<file path="src/include/chp_pkg.sv">
// Constants for the charger power-up and input detection sequencer
package chp_pkg;
  // Clock rate and derived cycle counts
  localparam int unsigned CLK_HZ = 250000000;
  localparam int unsigned CYC_PER_MS = CLK_HZ / 1000;
  localparam int unsigned BIAS_DELAY_MS = 220;
  localparam int unsigned RETRY_MS = 2000;
  localparam int unsigned DCD_SRC_MS = 40;
  localparam int unsigned DCD_WAIT_MS = 500;
  localparam int unsigned PRIMARY_MS = 40;
  localparam int unsigned QUAL_SETTLE_US = 10;
  localparam int unsigned BIAS_DELAY_CYC = BIAS_DELAY_MS * CYC_PER_MS;
  localparam int unsigned RETRY_CYC = RETRY_MS * CYC_PER_MS;
  localparam int unsigned DCD_SRC_CYC = DCD_SRC_MS * CYC_PER_MS;
  localparam int unsigned DCD_WAIT_CYC = DCD_WAIT_MS * CYC_PER_MS;
  localparam int unsigned PRIMARY_CYC = PRIMARY_MS * CYC_PER_MS;
  localparam int unsigned QUAL_SETTLE_CYC = QUAL_SETTLE_US * (CLK_HZ / 1000000);
  // Register offsets
  localparam logic [3:0] ADDR_INPUT_CTRL = 4'h0;
  localparam logic [3:0] ADDR_SYS_CTRL = 4'h1;
  localparam logic [3:0] ADDR_STATUS = 4'h2;
  localparam logic [3:0] ADDR_MODE = 4'h3;
  // Field positions
  localparam int HIZ_BIT = 7;
  localparam int FORCE_DET_BIT = 7;
  localparam int BSW_DIS_BIT = 5;
  localparam int WDOG_LSB = 0;
  localparam int PG_STAT_BIT = 2;
  localparam int SRC_TYPE_LSB = 6;
  localparam int HIZ_STAT_BIT = 1;
  localparam int BSW_STAT_BIT = 0;
  localparam int HOST_MODE_BIT = 0;
  // Input limit codes
  localparam logic [2:0] LIM_100MA = 3'h0;
  localparam logic [2:0] LIM_500MA = 3'h2;
  localparam logic [2:0] LIM_1500MA = 3'h5;
  localparam logic [2:0] LIM_3000MA = 3'h7;
  // Source type codes
  localparam logic [1:0] SRC_NONE = 2'h0;
  localparam logic [1:0] SRC_HOST = 2'h1;
  localparam logic [1:0] SRC_CHARGER = 2'h2;
  // Values after reset, and the watchdog off code
  localparam logic [2:0] LIMIT_RST = 3'h2;
  localparam logic [1:0] WDOG_RST = 2'h1;
  localparam logic [1:0] WDOG_OFF = 2'h0;
  localparam logic HOST_MODE_RST = 1'b0;
  typedef enum logic [3:0] {
    ST_IDLE, ST_BIAS_DELAY, ST_QUALIFY, ST_RETRY, ST_DET_BEGIN,
    ST_DCD_SRC, ST_DCD_WAIT, ST_PRIMARY, ST_READY, ST_HIZ_HOLD
  } chp_state_t;
endpackage

</file>
<file path="src/verilog/chp_powerup_seq.sv">
// Power-up, input qualification and input current limit detection sequencer
// Notes on behaviour
// - Supply rise resets all registers, bus ready
// - Battery only above depletion: switch closed
// - Overload on battery opens switch until attach
// - Disable bit forces battery switch open
// - Bias on: input ok, sleep ok, delay
// - Any bias condition fails: bias off
// - Qualify: below 18 V, above 3.8 V loaded
// - Pass sets status, pin low, interrupt
// - Failed source test retried every 2 s
// - Detect each attach unless host-mode high-impedance
// - Host-written limit field is applied
// - Contact detection needs supply and power good
// - Contact detect 40 ms, wait 0.5 s
// - Primary detect 40 ms, classify D- level
// - Data-line results set limit and type
// - Select pins set limit on pin variants
// - 100 mA host, good battery: high-impedance
// - Host mode: hold until host clears bit
// - Default mode: clear bit on removal
// - Force bit starts detection, self-clears
// - Soft-start 100 mA below 2.2 V
`timescale 1ns/1ps
module chp_powerup_seq #(
  parameter bit DATA_LINE_DETECT = 1'b1,
  parameter bit HIGH_LIMIT_VARIANT = 1'b0,
  parameter int unsigned BIAS_DELAY_CYC = chp_pkg::BIAS_DELAY_CYC,
  parameter int unsigned RETRY_CYC = chp_pkg::RETRY_CYC,
  parameter int unsigned DCD_SRC_CYC = chp_pkg::DCD_SRC_CYC,
  parameter int unsigned DCD_WAIT_CYC = chp_pkg::DCD_WAIT_CYC,
  parameter int unsigned PRIMARY_CYC = chp_pkg::PRIMARY_CYC,
  parameter int unsigned QUAL_SETTLE_CYC = chp_pkg::QUAL_SETTLE_CYC
) (
  input wire logic core_clk_i,
  input wire logic reset_i,
  input wire logic ce_i,
  input wire logic [3:0] reg_addr_i,
  input wire logic [7:0] reg_wdata_i,
  input wire logic reg_wr_i,
  input wire logic reg_rd_i,
  output logic [7:0] reg_rdata_o,
  input wire logic vbus_above_uvlo_i,
  input wire logic bat_above_uvlo_i,
  input wire logic bat_above_depletion_i,
  input wire logic vbus_above_sleep_i,
  input wire logic boost_mode_i,
  input wire logic input_overvoltage_i,
  input wire logic source_holds_load_i,
  input wire logic sys_overload_i,
  input wire logic bat_above_good_i,
  input wire logic sys_above_soft_start_i,
  input wire logic dp_high_i,
  input wire logic dm_high_i,
  input wire logic port_select_i,
  input wire logic otg_i,
  input wire logic [2:0] external_limit_pin_i,
  output logic battery_switch_on_o,
  output logic bias_regulator_en_o,
  output logic test_load_en_o,
  output logic power_good_pin_o,
  output logic power_good_pin_oe_n_o,
  output logic int_o,
  output logic dp_current_src_en_o,
  output logic dm_pulldown_en_o,
  output logic dp_voltage_src_en_o,
  output logic dm_current_sink_en_o,
  output logic [2:0] input_limit_o
);
  import chp_pkg::*;

  localparam int NSYNC = 17;

  logic [NSYNC-1:0] pin_raw;
  logic [NSYNC-1:0] sync_a;
  logic [NSYNC-1:0] sync_b;
  logic [NSYNC-1:0] sync_c;
  logic [NSYNC-1:0] pin_f;
  logic vbus_s, bat_s, depl_s, sleep_s, boost_s, ovp_s, src_ok_s, ovl_s;
  logic batgd_s, sys_ok_s, dp_s, dm_s, psel_s, otg_s;
  logic [2:0] ext_lim_s;
  logic supply_prev, soft_rst, vbus_prev, vbus_attach;
  chp_state_t state;
  logic [31:0] tmr;
  logic hiz_bit, force_det, bsw_dis, host_mode, pg_status, ship_mode, ovl_latch;
  logic [2:0] limit_field;
  logic [1:0] wdog_field, src_type;
  logic bias_cond, det_done, go_hiz;
  logic [2:0] det_lim;
  logic [1:0] det_type;
  logic wr_input, wr_sys;

  assign pin_raw = {external_limit_pin_i, otg_i, port_select_i, dm_high_i, dp_high_i,
                    sys_above_soft_start_i, bat_above_good_i, sys_overload_i, source_holds_load_i,
                    input_overvoltage_i, boost_mode_i, vbus_above_sleep_i, bat_above_depletion_i,
                    bat_above_uvlo_i, vbus_above_uvlo_i};

  genvar gi;
  generate
    for (gi = 0; gi < NSYNC; gi++)
    begin : g_sync
      always_ff @(posedge core_clk_i)
      begin
        if (reset_i)
        begin
          sync_a[gi] <= 1'b0;
          sync_b[gi] <= 1'b0;
          sync_c[gi] <= 1'b0;
          pin_f[gi] <= 1'b0;
        end
        else if (ce_i)
        begin
          sync_a[gi] <= pin_raw[gi];
          sync_b[gi] <= sync_a[gi];
          sync_c[gi] <= sync_b[gi];
          if (sync_b[gi] == sync_c[gi])
            pin_f[gi] <= sync_c[gi];
        end
      end
    end
  endgenerate

  assign {ext_lim_s, otg_s, psel_s, dm_s, dp_s, sys_ok_s, batgd_s, ovl_s, src_ok_s,
          ovp_s, boost_s, sleep_s, depl_s, bat_s, vbus_s} = pin_f;

  // Either supply rising from none acts as a power-on reset
  always_ff @(posedge core_clk_i)
  begin
    if (reset_i)
    begin
      supply_prev <= 1'b0;
      vbus_prev <= 1'b0;
    end
    else if (ce_i)
    begin
      supply_prev <= vbus_s | bat_s;
      vbus_prev <= vbus_s;
    end
  end

  assign soft_rst = reset_i | (ce_i & ~supply_prev & (vbus_s | bat_s));
  assign vbus_attach = vbus_s & ~vbus_prev;
  assign wr_input = reg_wr_i && reg_addr_i == ADDR_INPUT_CTRL;
  assign wr_sys = reg_wr_i && reg_addr_i == ADDR_SYS_CTRL;

  // Sleep comparator sense flips in boost mode
  assign bias_cond = vbus_s && (boost_s ? ~sleep_s : sleep_s);

  function automatic logic [2:0] host_limit(input logic otg);
    host_limit = otg ? LIM_500MA : LIM_100MA;
  endfunction

  // Detection results, valid in the cycle det_done is high
  always_comb
  begin
    det_done = 1'b0;
    det_lim = LIM_100MA;
    det_type = SRC_NONE;
    unique case (state)
      ST_DET_BEGIN:
      begin
        if (pg_status && !DATA_LINE_DETECT)
        begin
          det_done = 1'b1;
          det_lim = psel_s ? host_limit(otg_s) : (HIGH_LIMIT_VARIANT ? LIM_3000MA : LIM_1500MA);
          det_type = psel_s ? SRC_HOST : SRC_CHARGER;
        end
      end
      ST_DCD_WAIT:
      begin
        // Contact timeout gives 100 mA, floating lines
        if (dp_s && tmr >= DCD_WAIT_CYC - 1)
          det_done = 1'b1;
      end
      ST_PRIMARY:
      begin
        // D- low is a host port, high a charger
        if (tmr >= PRIMARY_CYC - 1)
        begin
          det_done = 1'b1;
          det_lim = dm_s ? LIM_1500MA : host_limit(otg_s);
          det_type = dm_s ? SRC_CHARGER : SRC_HOST;
        end
      end
      default:
      begin
        det_done = 1'b0;
      end
    endcase
  end

  // Weak host port with good battery parks the input
  assign go_hiz = det_done && det_type == SRC_HOST && det_lim == LIM_100MA && batgd_s;

  // Sequencer and its shared timer
  always_ff @(posedge core_clk_i)
  begin
    if (soft_rst)
    begin
      state <= ST_IDLE;
      tmr <= 32'h0;
    end
    else if (ce_i)
    begin
      if (!vbus_s)
      begin
        state <= ST_IDLE;
        tmr <= 32'h0;
      end
      else
      begin
        tmr <= tmr + 32'h1;
        unique case (state)
          ST_IDLE:
          begin
            state <= ST_BIAS_DELAY;
            tmr <= 32'h0;
          end
          ST_BIAS_DELAY:
          begin
            // Host-mode parked input skips detection on attach
            if (hiz_bit)
              state <= ST_HIZ_HOLD;
            // Delay restarts whenever a condition drops
            else if (!bias_cond)
              tmr <= 32'h0;
            else if (tmr >= BIAS_DELAY_CYC - 1)
            begin
              state <= ST_QUALIFY;
              tmr <= 32'h0;
            end
          end
          ST_QUALIFY:
          begin
            // Judge the source after the test load settles
            if (tmr >= QUAL_SETTLE_CYC - 1)
            begin
              state <= (!ovp_s && src_ok_s) ? ST_DET_BEGIN : ST_RETRY;
              tmr <= 32'h0;
            end
          end
          ST_RETRY:
          begin
            // Retest the weak source after the interval
            if (tmr >= RETRY_CYC - 1)
            begin
              state <= ST_QUALIFY;
              tmr <= 32'h0;
            end
          end
          ST_DET_BEGIN:
          begin
            tmr <= 32'h0;
            // Contact detection waits for power good
            if (det_done)
              state <= go_hiz ? ST_HIZ_HOLD : ST_READY;
            else if (pg_status)
              state <= ST_DCD_SRC;
          end
          ST_DCD_SRC:
          begin
            // Source and pull-down on for the fixed window
            if (tmr >= DCD_SRC_CYC - 1)
            begin
              state <= ST_DCD_WAIT;
              tmr <= 32'h0;
            end
          end
          ST_DCD_WAIT:
          begin
            // D+ falling low ends the wait early
            if (det_done)
              state <= go_hiz ? ST_HIZ_HOLD : ST_READY;
            else if (!dp_s)
            begin
              state <= ST_PRIMARY;
              tmr <= 32'h0;
            end
          end
          ST_PRIMARY:
          begin
            if (det_done)
              state <= go_hiz ? ST_HIZ_HOLD : ST_READY;
          end
          ST_READY:
          begin
            // Forced detection from the ready state
            if (hiz_bit)
              state <= ST_HIZ_HOLD;
            else if (force_det)
              state <= ST_DET_BEGIN;
          end
          ST_HIZ_HOLD:
          begin
            // Leaves once the bit is cleared, or to idle when the input is removed
            if (!hiz_bit)
            begin
              state <= ST_BIAS_DELAY;
              tmr <= 32'h0;
            end
          end
        endcase
        // A failed bias condition falls back to the bias delay state
        if (state != ST_IDLE && state != ST_BIAS_DELAY && state != ST_HIZ_HOLD && !bias_cond)
        begin
          state <= ST_BIAS_DELAY;
          tmr <= 32'h0;
        end
      end
    end
  end

  // Input control register: high-impedance bit and limit field
  always_ff @(posedge core_clk_i)
  begin
    if (soft_rst)
    begin
      hiz_bit <= 1'b0;
      limit_field <= LIMIT_RST;
    end
    else if (ce_i)
    begin
      // Host value is stored and used directly
      if (wr_input)
      begin
        hiz_bit <= reg_wdata_i[HIZ_BIT];
        limit_field <= reg_wdata_i[2:0];
      end
      // Default mode drops the bit once the input leaves
      if (!vbus_s && !host_mode)
        hiz_bit <= 1'b0;
      // Detection result overrides an earlier write
      if (det_done)
        limit_field <= det_lim;
      // Hardware set wins over a same-cycle clear
      if (go_hiz)
        hiz_bit <= 1'b1;
    end
  end

  // System control register: force, disable, watchdog
  always_ff @(posedge core_clk_i)
  begin
    if (soft_rst)
    begin
      force_det <= 1'b0;
      bsw_dis <= 1'b0;
      ship_mode <= 1'b0;
      wdog_field <= WDOG_RST;
    end
    else if (ce_i)
    begin
      // Completion clears the bit; a fresh write keeps it
      if (det_done)
        force_det <= 1'b0;
      if (wr_sys)
      begin
        force_det <= reg_wdata_i[FORCE_DET_BIT];
        bsw_dis <= reg_wdata_i[BSW_DIS_BIT];
        wdog_field <= reg_wdata_i[WDOG_LSB +: 2];
        // Both fields in one write arm shipping mode
        ship_mode <= reg_wdata_i[BSW_DIS_BIT] && reg_wdata_i[WDOG_LSB +: 2] == WDOG_OFF;
      end
      else if (vbus_attach && ship_mode)
      begin
        // An adapter attach releases shipping mode
        bsw_dis <= 1'b0;
        ship_mode <= 1'b0;
      end
    end
  end

  always_ff @(posedge core_clk_i)
  begin
    if (soft_rst)
      host_mode <= HOST_MODE_RST;
    else if (ce_i && reg_wr_i && reg_addr_i == ADDR_MODE)
      host_mode <= reg_wdata_i[HOST_MODE_BIT];
  end

  // Power good status, source type and interrupt pulse
  always_ff @(posedge core_clk_i)
  begin
    if (soft_rst)
    begin
      pg_status <= 1'b0;
      src_type <= SRC_NONE;
      int_o <= 1'b0;
    end
    else if (ce_i)
    begin
      int_o <= 1'b0;
      if (!vbus_s)
      begin
        pg_status <= 1'b0;
        src_type <= SRC_NONE;
      end
      // Passing qualification reports power good once
      else if (state == ST_QUALIFY && tmr >= QUAL_SETTLE_CYC - 1 && !ovp_s && src_ok_s && !pg_status)
      begin
        pg_status <= 1'b1;
        int_o <= 1'b1;
      end
      if (det_done)
        src_type <= det_type;
    end
  end

  // Overload on battery latches the switch open until attach
  always_ff @(posedge core_clk_i)
  begin
    if (soft_rst)
      ovl_latch <= 1'b0;
    else if (ce_i)
    begin
      if (vbus_attach)
        ovl_latch <= 1'b0;
      else if (!vbus_s && ovl_s)
        ovl_latch <= 1'b1;
    end
  end

  // Registered pin drives; the switch opens the cycle the latch sets
  always_ff @(posedge core_clk_i)
  begin
    if (soft_rst)
    begin
      bias_regulator_en_o <= 1'b0;
      test_load_en_o <= 1'b0;
      dp_current_src_en_o <= 1'b0;
      dm_pulldown_en_o <= 1'b0;
      dp_voltage_src_en_o <= 1'b0;
      dm_current_sink_en_o <= 1'b0;
      input_limit_o <= LIM_100MA;
    end
    else if (ce_i)
    begin
      bias_regulator_en_o <= vbus_s && state != ST_IDLE && state != ST_BIAS_DELAY && state != ST_HIZ_HOLD;
      test_load_en_o <= state == ST_QUALIFY;
      dp_current_src_en_o <= state == ST_DCD_SRC || state == ST_DCD_WAIT;
      dm_pulldown_en_o <= state == ST_DCD_SRC || state == ST_DCD_WAIT;
      dp_voltage_src_en_o <= state == ST_PRIMARY;
      dm_current_sink_en_o <= state == ST_PRIMARY;
      // Soft-start clamp, then the lower of field and pin
      if (!sys_ok_s)
        input_limit_o <= LIM_100MA;
      else
        input_limit_o <= (ext_lim_s < limit_field) ? ext_lim_s : limit_field;
    end
  end

  // Battery feeds the system above depletion; disable overrides
  assign battery_switch_on_o = !bsw_dis && !ovl_latch && (vbus_s || depl_s);
  // Open-drain power good pin, pulled low while power is good
  assign power_good_pin_o = 1'b0;
  assign power_good_pin_oe_n_o = ~pg_status;

  // Register read port, data one cycle after the strobe
  always_ff @(posedge core_clk_i)
  begin
    if (soft_rst)
      reg_rdata_o <= 8'h00;
    else if (ce_i)
    begin
      reg_rdata_o <= 8'h00;
      if (reg_rd_i)
      begin
        unique case (reg_addr_i)
          ADDR_INPUT_CTRL: reg_rdata_o <= {hiz_bit, 4'h0, limit_field};
          ADDR_SYS_CTRL: reg_rdata_o <= {force_det, 1'b0, bsw_dis, 3'h0, wdog_field};
          ADDR_STATUS: reg_rdata_o <= {src_type, 3'h0, pg_status, state == ST_HIZ_HOLD, battery_switch_on_o};
          ADDR_MODE: reg_rdata_o <= {7'h00, host_mode};
          default: reg_rdata_o <= 8'h00;
        endcase
      end
    end
  end

  a_bsw_forced_off: assert property (@(posedge core_clk_i) disable iff (soft_rst)
    bsw_dis |-> !battery_switch_on_o) else $error("battery switch closed while disabled");
  a_overload_opens: assert property (@(posedge core_clk_i) disable iff (soft_rst)
    (ce_i && !vbus_s && ovl_s && !vbus_attach) |=> !battery_switch_on_o) else $error("switch stayed on after overload");
  a_bias_needs_input: assert property (@(posedge core_clk_i) disable iff (soft_rst)
    $rose(bias_regulator_en_o) |-> $past(vbus_s) && $past(state) != ST_BIAS_DELAY) else $error("bias on without input");
  a_hiz_bias_off: assert property (@(posedge core_clk_i) disable iff (soft_rst)
    (ce_i && state == ST_HIZ_HOLD) |=> !bias_regulator_en_o) else $error("bias on in high impedance");
  a_pg_with_int: assert property (@(posedge core_clk_i) disable iff (soft_rst)
    $rose(pg_status) |-> int_o && !power_good_pin_oe_n_o) else $error("power good without interrupt");
  a_dcd_needs_pg: assert property (@(posedge core_clk_i) disable iff (soft_rst)
    $rose(dp_current_src_en_o) |-> pg_status) else $error("contact detect before power good");
  a_force_clears: assert property (@(posedge core_clk_i) disable iff (soft_rst)
    (ce_i && det_done && !wr_sys) |=> !force_det) else $error("force bit stuck after detection");
  a_soft_start: assert property (@(posedge core_clk_i) disable iff (soft_rst)
    (ce_i && !sys_ok_s) |=> input_limit_o == LIM_100MA) else $error("limit not clamped in soft-start");
  a_host_hiz_hold: assert property (@(posedge core_clk_i) disable iff (soft_rst)
    (ce_i && vbus_s && state == ST_HIZ_HOLD && host_mode && hiz_bit && !wr_input) |=> state == ST_HIZ_HOLD)
    else $error("left high impedance in host mode");
endmodule
</file>
<file path="config.mk">
export PLATFORM = sky130hd
export DESIGN_NAME = chp_powerup_seq
export DESIGN_NICKNAME = d
export VERILOG_FILES = /design/src/include/chp_pkg.sv /design/src/verilog/chp_powerup_seq.sv
export SDC_FILE = /design/constraint.sdc
export NUM_CORES = 1
export LEC_CHECK = 0
export ABC_AREA = 1
export BUFFER_PORTS_ARGS = -buffer_cell sky130_fd_sc_hd__buf_2
export CAP_MARGIN = 5
export CORE_MARGIN = 4
export CORE_UTILIZATION = 35
export DETAILED_ROUTE_END_ITERATION = 10
export PLACE_DENSITY_LB_ADDON = 0.1
export SYNTH_ARGS = -nofsm -noshare
export SYNTH_HDL_FRONTEND = slang
export SYNTH_SLANG_ARGS = --single-unit
</file>
<file path="constraint.sdc">
create_clock -name core_clk_i -period 3.3 [get_ports core_clk_i]
set_clock_uncertainty 0.05 [all_clocks]
set_input_delay 0.66 -clock core_clk_i [delete_from_list [all_inputs] [get_ports core_clk_i]]
set_output_delay 0.66 -clock core_clk_i [all_outputs]
set_load 0.1 [all_outputs]
</file>
== After elaboration in Yosys (flattened, before gate mapping) ==
Index checks and enable logic that the tools add are counted.

* Flip-flop bits (word level): 132
* Input bits: 34
* Output and inout bits: 21

* $add $sub $neg: 1
* $lt $le $gt $ge: 6
* Eq/ne operators: 43
* Muxes and demuxes: 64
* Bitwise operators: 9
* Reduce and logical (&&, ||, !) cells: 71

{| class="wikitable"
|+ Operators with widths
! cell !! count
|-
| 32-bit 2-to-1 mux || 11
|-
| 32-bit case mux with 7 select lines || 1
|-
| 4-bit 2-to-1 mux || 16
|-
| 2-bit AND reduction || 24
|-
| 4-bit case mux with 10 select lines || 1
|-
| 32-bit by 1-bit adder with 32-bit output (second input constant) || 1
|-
| 32-bit by 12-bit greater-or-equal comparator with 1-bit output (second input constant) || 1
|-
| 32-bit by 24-bit greater-or-equal comparator with 1-bit output (second input constant) || 1
|-
| 32-bit by 26-bit greater-or-equal comparator with 1-bit output (second input constant) || 1
|-
| 32-bit by 27-bit greater-or-equal comparator with 1-bit output (second input constant) || 1
|-
| 32-bit by 29-bit greater-or-equal comparator with 1-bit output (second input constant) || 1
|-
| 8-bit case mux with 4 select lines || 1
|-
| 1-bit logical AND || 26
|-
| 5-bit != test (second input constant) || 5
|-
| 3-bit 2-to-1 mux || 8
|-
| 4-bit != test (second input constant) || 6
|-
| 1-bit 2-to-1 mux || 18
|-
| 1-bit == test || 16
|-
| 4-bit by 2-bit == test with 1-bit output (second input constant) || 4
|-
| 4-bit by 3-bit == test with 1-bit output (second input constant) || 4
|-
| 2-bit 2-to-1 mux || 6
|-
| 11-bit AND reduction || 1
|-
| 4-bit by 1-bit == test with 1-bit output (second input constant) || 2
|-
| 4-bit == test (second input constant) || 2
|-
| 18 further kinds || 36
|}

== Depth between registers and ports, before layout ==
Gate-level depths: netlist of run 1.

* Word-level depth: 12
* Gate-level depth with buffers: 19

== Worst setup path after synthesis of run 1 ==
Ideal clock, no wire load.

* Kind: reg2out
* Start: register pin_f[0], in the netlist vbus_s
* End: output battery_switch_on_o
* Data arrival time: 2.566 ns
* Data required time: 2.590 ns
* Slack: 0.024 ns
* Cell stages (with the launch flop): 4
* Buffers on the path: 1
* Cell sequence: dfxtp_1 buf_2 nor2_1 nor3_1

* Cells in the longest elaborated chain, start to end: 2

{| class="wikitable"
|+ Ends and longest elaborated chain
! element !! RTL line !! source
|-
| start, declared || chp_powerup_seq.sv:78 || <nowiki>logic [NSYNC-1:0] pin_f;</nowiki>
|-
| start signal, assigned by index || chp_powerup_seq.sv:117 || <nowiki>pin_f[gi] <= sync_c[gi];</nowiki>
|-
| 1-bit logical OR || chp_powerup_seq.sv:453 || <nowiki>assign battery_switch_on_o = !bsw_dis && !ovl_latch && (vbus_s || depl_s);</nowiki>
|-
| 1-bit logical AND || chp_powerup_seq.sv:453 ||
|-
| end, declared || chp_powerup_seq.sv:58 || <nowiki>output logic battery_switch_on_o,</nowiki>
|}

No other way between the ends.

== Worst setup path after layout of run 1 ==
Ends and elaborated chain as after synthesis.

==> out/metrics.yaml, run 1 <==
status: "finished, final reports clean"
post-route-period-util_pct: 80.64
rsz0062_at_grt: "no"
fin_ws_ps: 639.0
cp_cell_sequence: "nor2_1 -> nor3_1 -> buf_2"
cts-root-buf: "clkbuf_16"
end_kind: "output pin"
synth_cell_type_count: 45
p_leak_nw: 3.030
diodes: 0
routedWlPerCell_um: 13.72
hold_buffers: 0
synth_edf_count: 0
die_w_um: 148.6
grt_max_degree: 67
vdd_drop_max_mv: 0.4154
syn-cell-area_sq_um: 6918
fp-row-count: 51
ys_top_cells_by_count: "283 x nand2_1, 130 x dfxtp_1, 118 x a21oi_1, 105 x nor2_1, 67 x inv_1"
yosysMostFrequentCell: "nand2_1"
fp.dieH_um: 148.6
max_cap_violations: 0
core_area_sq_um: 19460
post_cts_resized: 0
clock_path_buffers: 2
tightest_slew_ps: 690.2
tritoncts: "built"
post-place-ws_ps: 882.1
numCtsBuffers: 17
grt_use_met1_pct: 21.87
cp.arrival_ps: 1950
ys_ff_latch: 130
yosysSeqAreaShare_pct: 37.62
area_delta_synth_final_pct: 14.02
synthTopCellsByArea: "dfxtp_1 38%, nand2_1 15%, a21oi_1 8.5%"
final_nets: 1081
num_vias: 6370
grt_pass1_wl_um: 30390
hold_violations: 0
drt_iter0_drc: 276
firstDrtPassIters: 5
avgSynthCellArea_sq_um: 6.776
critPathKind: "reg2out"
crit_path_start_kind: "flip-flop"
crit_buf_inv: 1
powerDensity_nw_per_um2: 479.8
antenna_found_initial: 0
use_met3_pct: 3.565
grtUsageMet2_pct: 28.03
ios: 55
post-cts-setup-buffers: 0
totalWireLength_um: 18140
worstPathRequired_ps: 2590
cp_slowest_cell: "dfxtp_1"
grt-busiest-layer: "met2"
clkSlewWorstSetupHoldPaths_ps: 60
track_usage_pct: 17.06
drive_gt1_share_pct: 13.53
hold_slack_ps: 409.9
vias_per_cell: 4.818
numPortBuffers: 47
min_period_ps: 2661
start_util_pct: 35.54
slowest_delay_ps: 540
hold_class: "reg2reg"
yosysTopAreaCell: "dfxtp_1"
grt_overflow_total: 0
synth_warnings: 0
maxSlewViolCount: 0
path_max_fanout: 8
place_congestion: 0.8888
htreeDepth: 4
critPathTopFamily: "flip-flops"
tns_ps: 0
report.final.setup_viol: 0
insertion_delay_ps: 420
drt_drc_violations_left: 0
ant_nets: 0
cts.sinks: 130
grt_pass1_vias: 6032
synth_top_area_share_pct: 37.62
hpwl_um: 12890
slew-limit-headroom_pct: 53.99
ys_async_sr_fraction_pct: 0
ys.flop_type: "dfxtp_1"
fmax_mhz: 375.8
dieArea_sq_um: 22080
netlist_instances: 1021
[registers in the layout, summed over array words and instances, names as in the netlist, 3 cells and up]
register,cells
sync_c,16
tmr,32
sync_b,16
limit_field,3
sync_a,16
input_limit_o,3
ext_lim_s,3
reg_rdata_o,6
state,4
[per-stage QoR]
| step | std cells | area (sq um) | utilization [%] | total power, W |
|---|---|---|---|---|
| after floorplan | 1023 | 6925 | - | 0.001829 |
| after global placement | 1290 | 7291 | 37.46 | 0.001887 |
| after detailed placement | 1290 | 7291 | 37.46 | 0.001887 |
| after CTS | 1322 | 7888 | 40.53 | 0.003840 |
| after global routing | 1322 | 7888 | 40.53 | 0.003947 |
| final | 1322 | 7888 | 40.53 | 0.003784 |
[tightest hold or removal path: stages (launching register included)]
cell     delay [ps]
dfxtp_1         310
nand2_1          60
a21oi_1          50
[layout by cell type (no fill, tap or decap), drive strengths merged, types with 2 or more instances in the layout]
cell | netlist | layout
clkinvlp | 0 | 3
nor3 | 26 | 26
clkinv | 1 | 5
xor2 | 26 | 26
o21ai | 40 | 40
nor4 | 2 | 2
conb | 1 | 3
inv | 84 | 90
and3 | 2 | 2
dfxtp | 130 | 130
nor2 | 115 | 115
nand4 | 10 | 10
a211oi | 18 | 18
ha | 3 | 3
a21oi | 120 | 120
nor3b | 2 | 2
clkbuf | 28 | 17
bufinv | 0 | 2
buf | 24 | 54
o2111ai | 2 | 2
a31oi | 3 | 3
o211ai | 5 | 5
nand2 | 299 | 299
nand3 | 49 | 49
nand3b | 25 | 25
[layout make-up]
type                       instances  area [sq um]
tap                              265         331.6
inverter                          85         320.3
sequential                       130          2603
timing repair buffer              54         300.3
multi-input combinational        756          3736
clock buffer                      17         425.4
fill                            2088         11570
clock inverter                    15         171.4
[metal layers]
layer	share of wire, %	wire [um]	vias up
met5	0	0	-
met4	2.8	499	0
met3	3.2	579	30
met2	48	8617	96
met1	47	8440	2857
li1	-	-	3387
[kinds of logic (layout without fill, tap and decap cells)]
| logic type | after synthesis | count (layout) | share of synthesized area, % |
|---|---|---|---|
| AND/OR/NAND/NOR | 531 | 531 | 34.67 |
| AO/OA/AOI/OAI | 193 | 193 | 15.25 |
| buffers and inverters | 137 | 171 | 8.573 |
| flip-flops | 130 | 130 | 37.62 |
| XOR/XNOR | 26 | 26 | 3.292 |
| adder cells (fa/ha/maj) | 3 | 3 | 0.5427 |
| other | 1 | 3 | 0.05421 |
[path summary, 6_finish.rpt]
| check | start | end | depth (start not counted) | slack (ps) |
|---|---|---|---|---|
| max | vbus_s | battery_switch_on_o | 3 | 640 |
| min | sync_a[5] | sync_a[5] | 2 | 410 |
| max reg2reg | vbus_s | tmr[30] | 9 | 890 |
| min reg2reg | sync_a[5] | sync_a[5] | 2 | 410 |
[report_power, final]
group / internal (W) / leakage (nW) / switching, W
combinational: 0.0000574 / 1.69 / 0.000180
clock: 0.00113 / 0.285 / 0.000801
sequential: 0.00160 / 1.05 / 0.0000154
Note: power is estimated with default switching activity, not from simulation.
==> run 2, diff against run 1 <==
- clock period: 3.3 -> 2.4 ns (I/O delays scaled with it)
==> out/metrics.yaml, run 2 (synthesized netlist as in run 1, its figures left out) <==
antenna_found_initial: 0  # unchanged
drive_gt1_share_pct: 15.03  # +1.5 points
hold_violations: 0  # unchanged
cts-root-buf: "clkbuf_16"
cts.sinks: 130  # unchanged
min_period_ps: 2201
end_kind: "flip-flop"
critical_path.most_common_cell: "nand2_1"
path_max_fanout: 16  # +8
tightest_slew_ps: 702.4  # +12.29 ps
utilization_pct: 41.38  # +0.85 points
rr_startpoint: "tmr[1]"
hold_class: "in2reg"
insertion_delay_ps: 420  # about the same
tritoncts: "built"
report.final.setup_viol: 0  # unchanged
fmax_mhz: 454.4
clkSlewWorstSetupHoldPaths_ps: 60  # about the same
drt-met1-wl_um: 8790  # +4.1%
crit_path_start_kind: "flip-flop"
firstDrtPassIters: 5  # unchanged
tns_ps: 0  # unchanged
track_usage_pct: 16.88  # -0.17 points
fin_ws_ps: 199.1  # -439.9 ps
rsz0062_at_grt: "no"
grt_max_degree: 70  # +4.5%
numCtsBuffers: 17  # unchanged
critPathTopFamily: "simple AND/OR/NAND/NOR gates"
routedWlPerCell_um: 13.86  # +1.0%
totalWireLength_um: 18520  # +2.1%
vdd_drop_max_mv: 0.4694  # +13%
final_nets: 1095  # +1.3%
htreeDepth: 4  # unchanged
place_inst: 1303  # +1.0%
slew-limit-headroom_pct: 53.17  # -0.82 points
route.met2.wl_um: 9050  # +5.0%
ant_nets: 0  # unchanged
cp_cell_sequence: "ha_2 -> nand3_4 -> inv_2 -> nand2_1 -> nand2_1 -> nand2_1 -> nand2_1 -> nand2_1 -> nand3b_1 -> nand3b_1 -> nor2_4 -> nand2_8 -> nand3b_1 -> a21oi_1"
powerDensity_nw_per_um2: 643.7  # +34%
largest_register_ffs: 32  # unchanged
place_congestion: 0.8786  # -1.1%
grt_overflow_total: 0  # unchanged
dieArea_sq_um: 22080  # unchanged
critPathKind: "reg2reg"
crit_buf_inv: 1  # unchanged
vias_per_cell: 4.779  # -0.81%
p_leak_nw: 3.119  # +2.9%
post-place-ws_ps: 153.8  # -728.2 ps
grt_pass1_vias: 6030  # -0.033%
clock_path_buffers: 2  # unchanged
slowest_delay_ps: 360  # -180 ps
cp_slowest_cell: "dfxtp_2"
numPortBuffers: 47  # unchanged
worstPathRequired_ps: 2650  # +60 ps
post-cts-setup-buffers: 0  # unchanged
start_util_pct: 35.54  # unchanged
drt_iter0_drc: 360  # +30%
core_area_sq_um: 19460  # unchanged
hpwl_um: 13070  # +1.4%
final_cells: 1336  # +1.1%
diodes: 0  # unchanged
final_common_cell: "nand2_1"
crit_start: "tmr[1]"
post-route-period-util_pct: 91.71
dr.max_layer_used: "met4"
die_w_um: 148.6  # unchanged
cp.arrival_ps: 2450  # +500 ps
grt_pass1_wl_um: 30330  # -0.18%
fp.dieH_um: 148.6  # unchanged
regMostFlops: "tmr"
drt_drc_violations_left: 0  # unchanged
max_cap_violations: 0  # unchanged
fp-row-count: 51  # unchanged
num_vias: 6385  # +0.24%
wl_met3_um: 473  # -18%
hp-start: "sys_above_soft_start_i"
ios: 55  # unchanged
area_delta_synth_final_pct: 16.40
status: "finished, final reports clean"
final_cell_mix: "283 x nand2_1, 126 x dfxtp_1, 118 x a21oi_1"
maxSlewViolCount: 0  # unchanged
-- run 2: cell count changes in the layout (fill, tap and decap cells not counted), moves of 2 or more --
cell      previous run  this run
buf_4                6        17
dfxtp_1            130       126
dfxtp_2              0         4
buf_12               1         3
clkbuf_1             0         2
clkinv_4             2         4
inv_6                5         3
nand2_8              0         2
-- run 2: worst min-delay path, delay by kind of cell --
family	cells	cell delay (ps)
simple gates	1	50
compound gates	1	50
buf+inv	1	90
-- run 2: cell type report --
type / instances / area [sq um]
clock buffers: 19 / 432.9
clock inverters: 13 / 152.6
fillers: 2096 / 11410
inverters: 85 / 320.3
multi-input cells: 757 / 3785
flip-flops and latches: 130 / 2608
well taps: 265 / 331.6
repair buffers: 67 / 422.9
-- run 2: through the flow --
stage,power [W],hold slack [ps],cell area [sq um]
floorplan,0.002515,391.0,6930
global placement,0.002604,399.4,7418
detailed placement,0.002604,402.1,7418
CTS,0.005219,241.4,8004
global route,0.005348,255.0,8053
finish,0.005184,248.1,8053
-- run 2: worst paths after layout --
| path | cells after the start | end | slack (ps) |
|---|---|---|---|
| setup / recovery | 14 | tmr[30] | 200 |
| hold / removal | 3 | sync_a[9] | 250 |
| setup reg to reg | 14 | tmr[30] | 200 |
| hold reg to reg | 2 | sync_a[9] | 410 |
-- run 2: what timing repair did --
action | in CTS | in global routing
setup endpoints to repair | 0 | 32
gates resized for setup | 0 | 9
hold buffers | 0 | 0
-- run 2: per-layer routing --
metal,vias to the layer above,track usage [%]
li1,3406,-
met1,2889,21.74
met2,71,28.94
met3,19,3.473
met4,0,4.296
met5,-,0
-- run 2: power breakdown --
part	total (W)	leakage, nW	switching [W]	internal (W)
Combinational	0.000352	1.78	0.000258	0.0000937
Clock	0.00262	0.280	0.00107	0.00155
Sequential	0.00221	1.06	0.0000199	0.00219
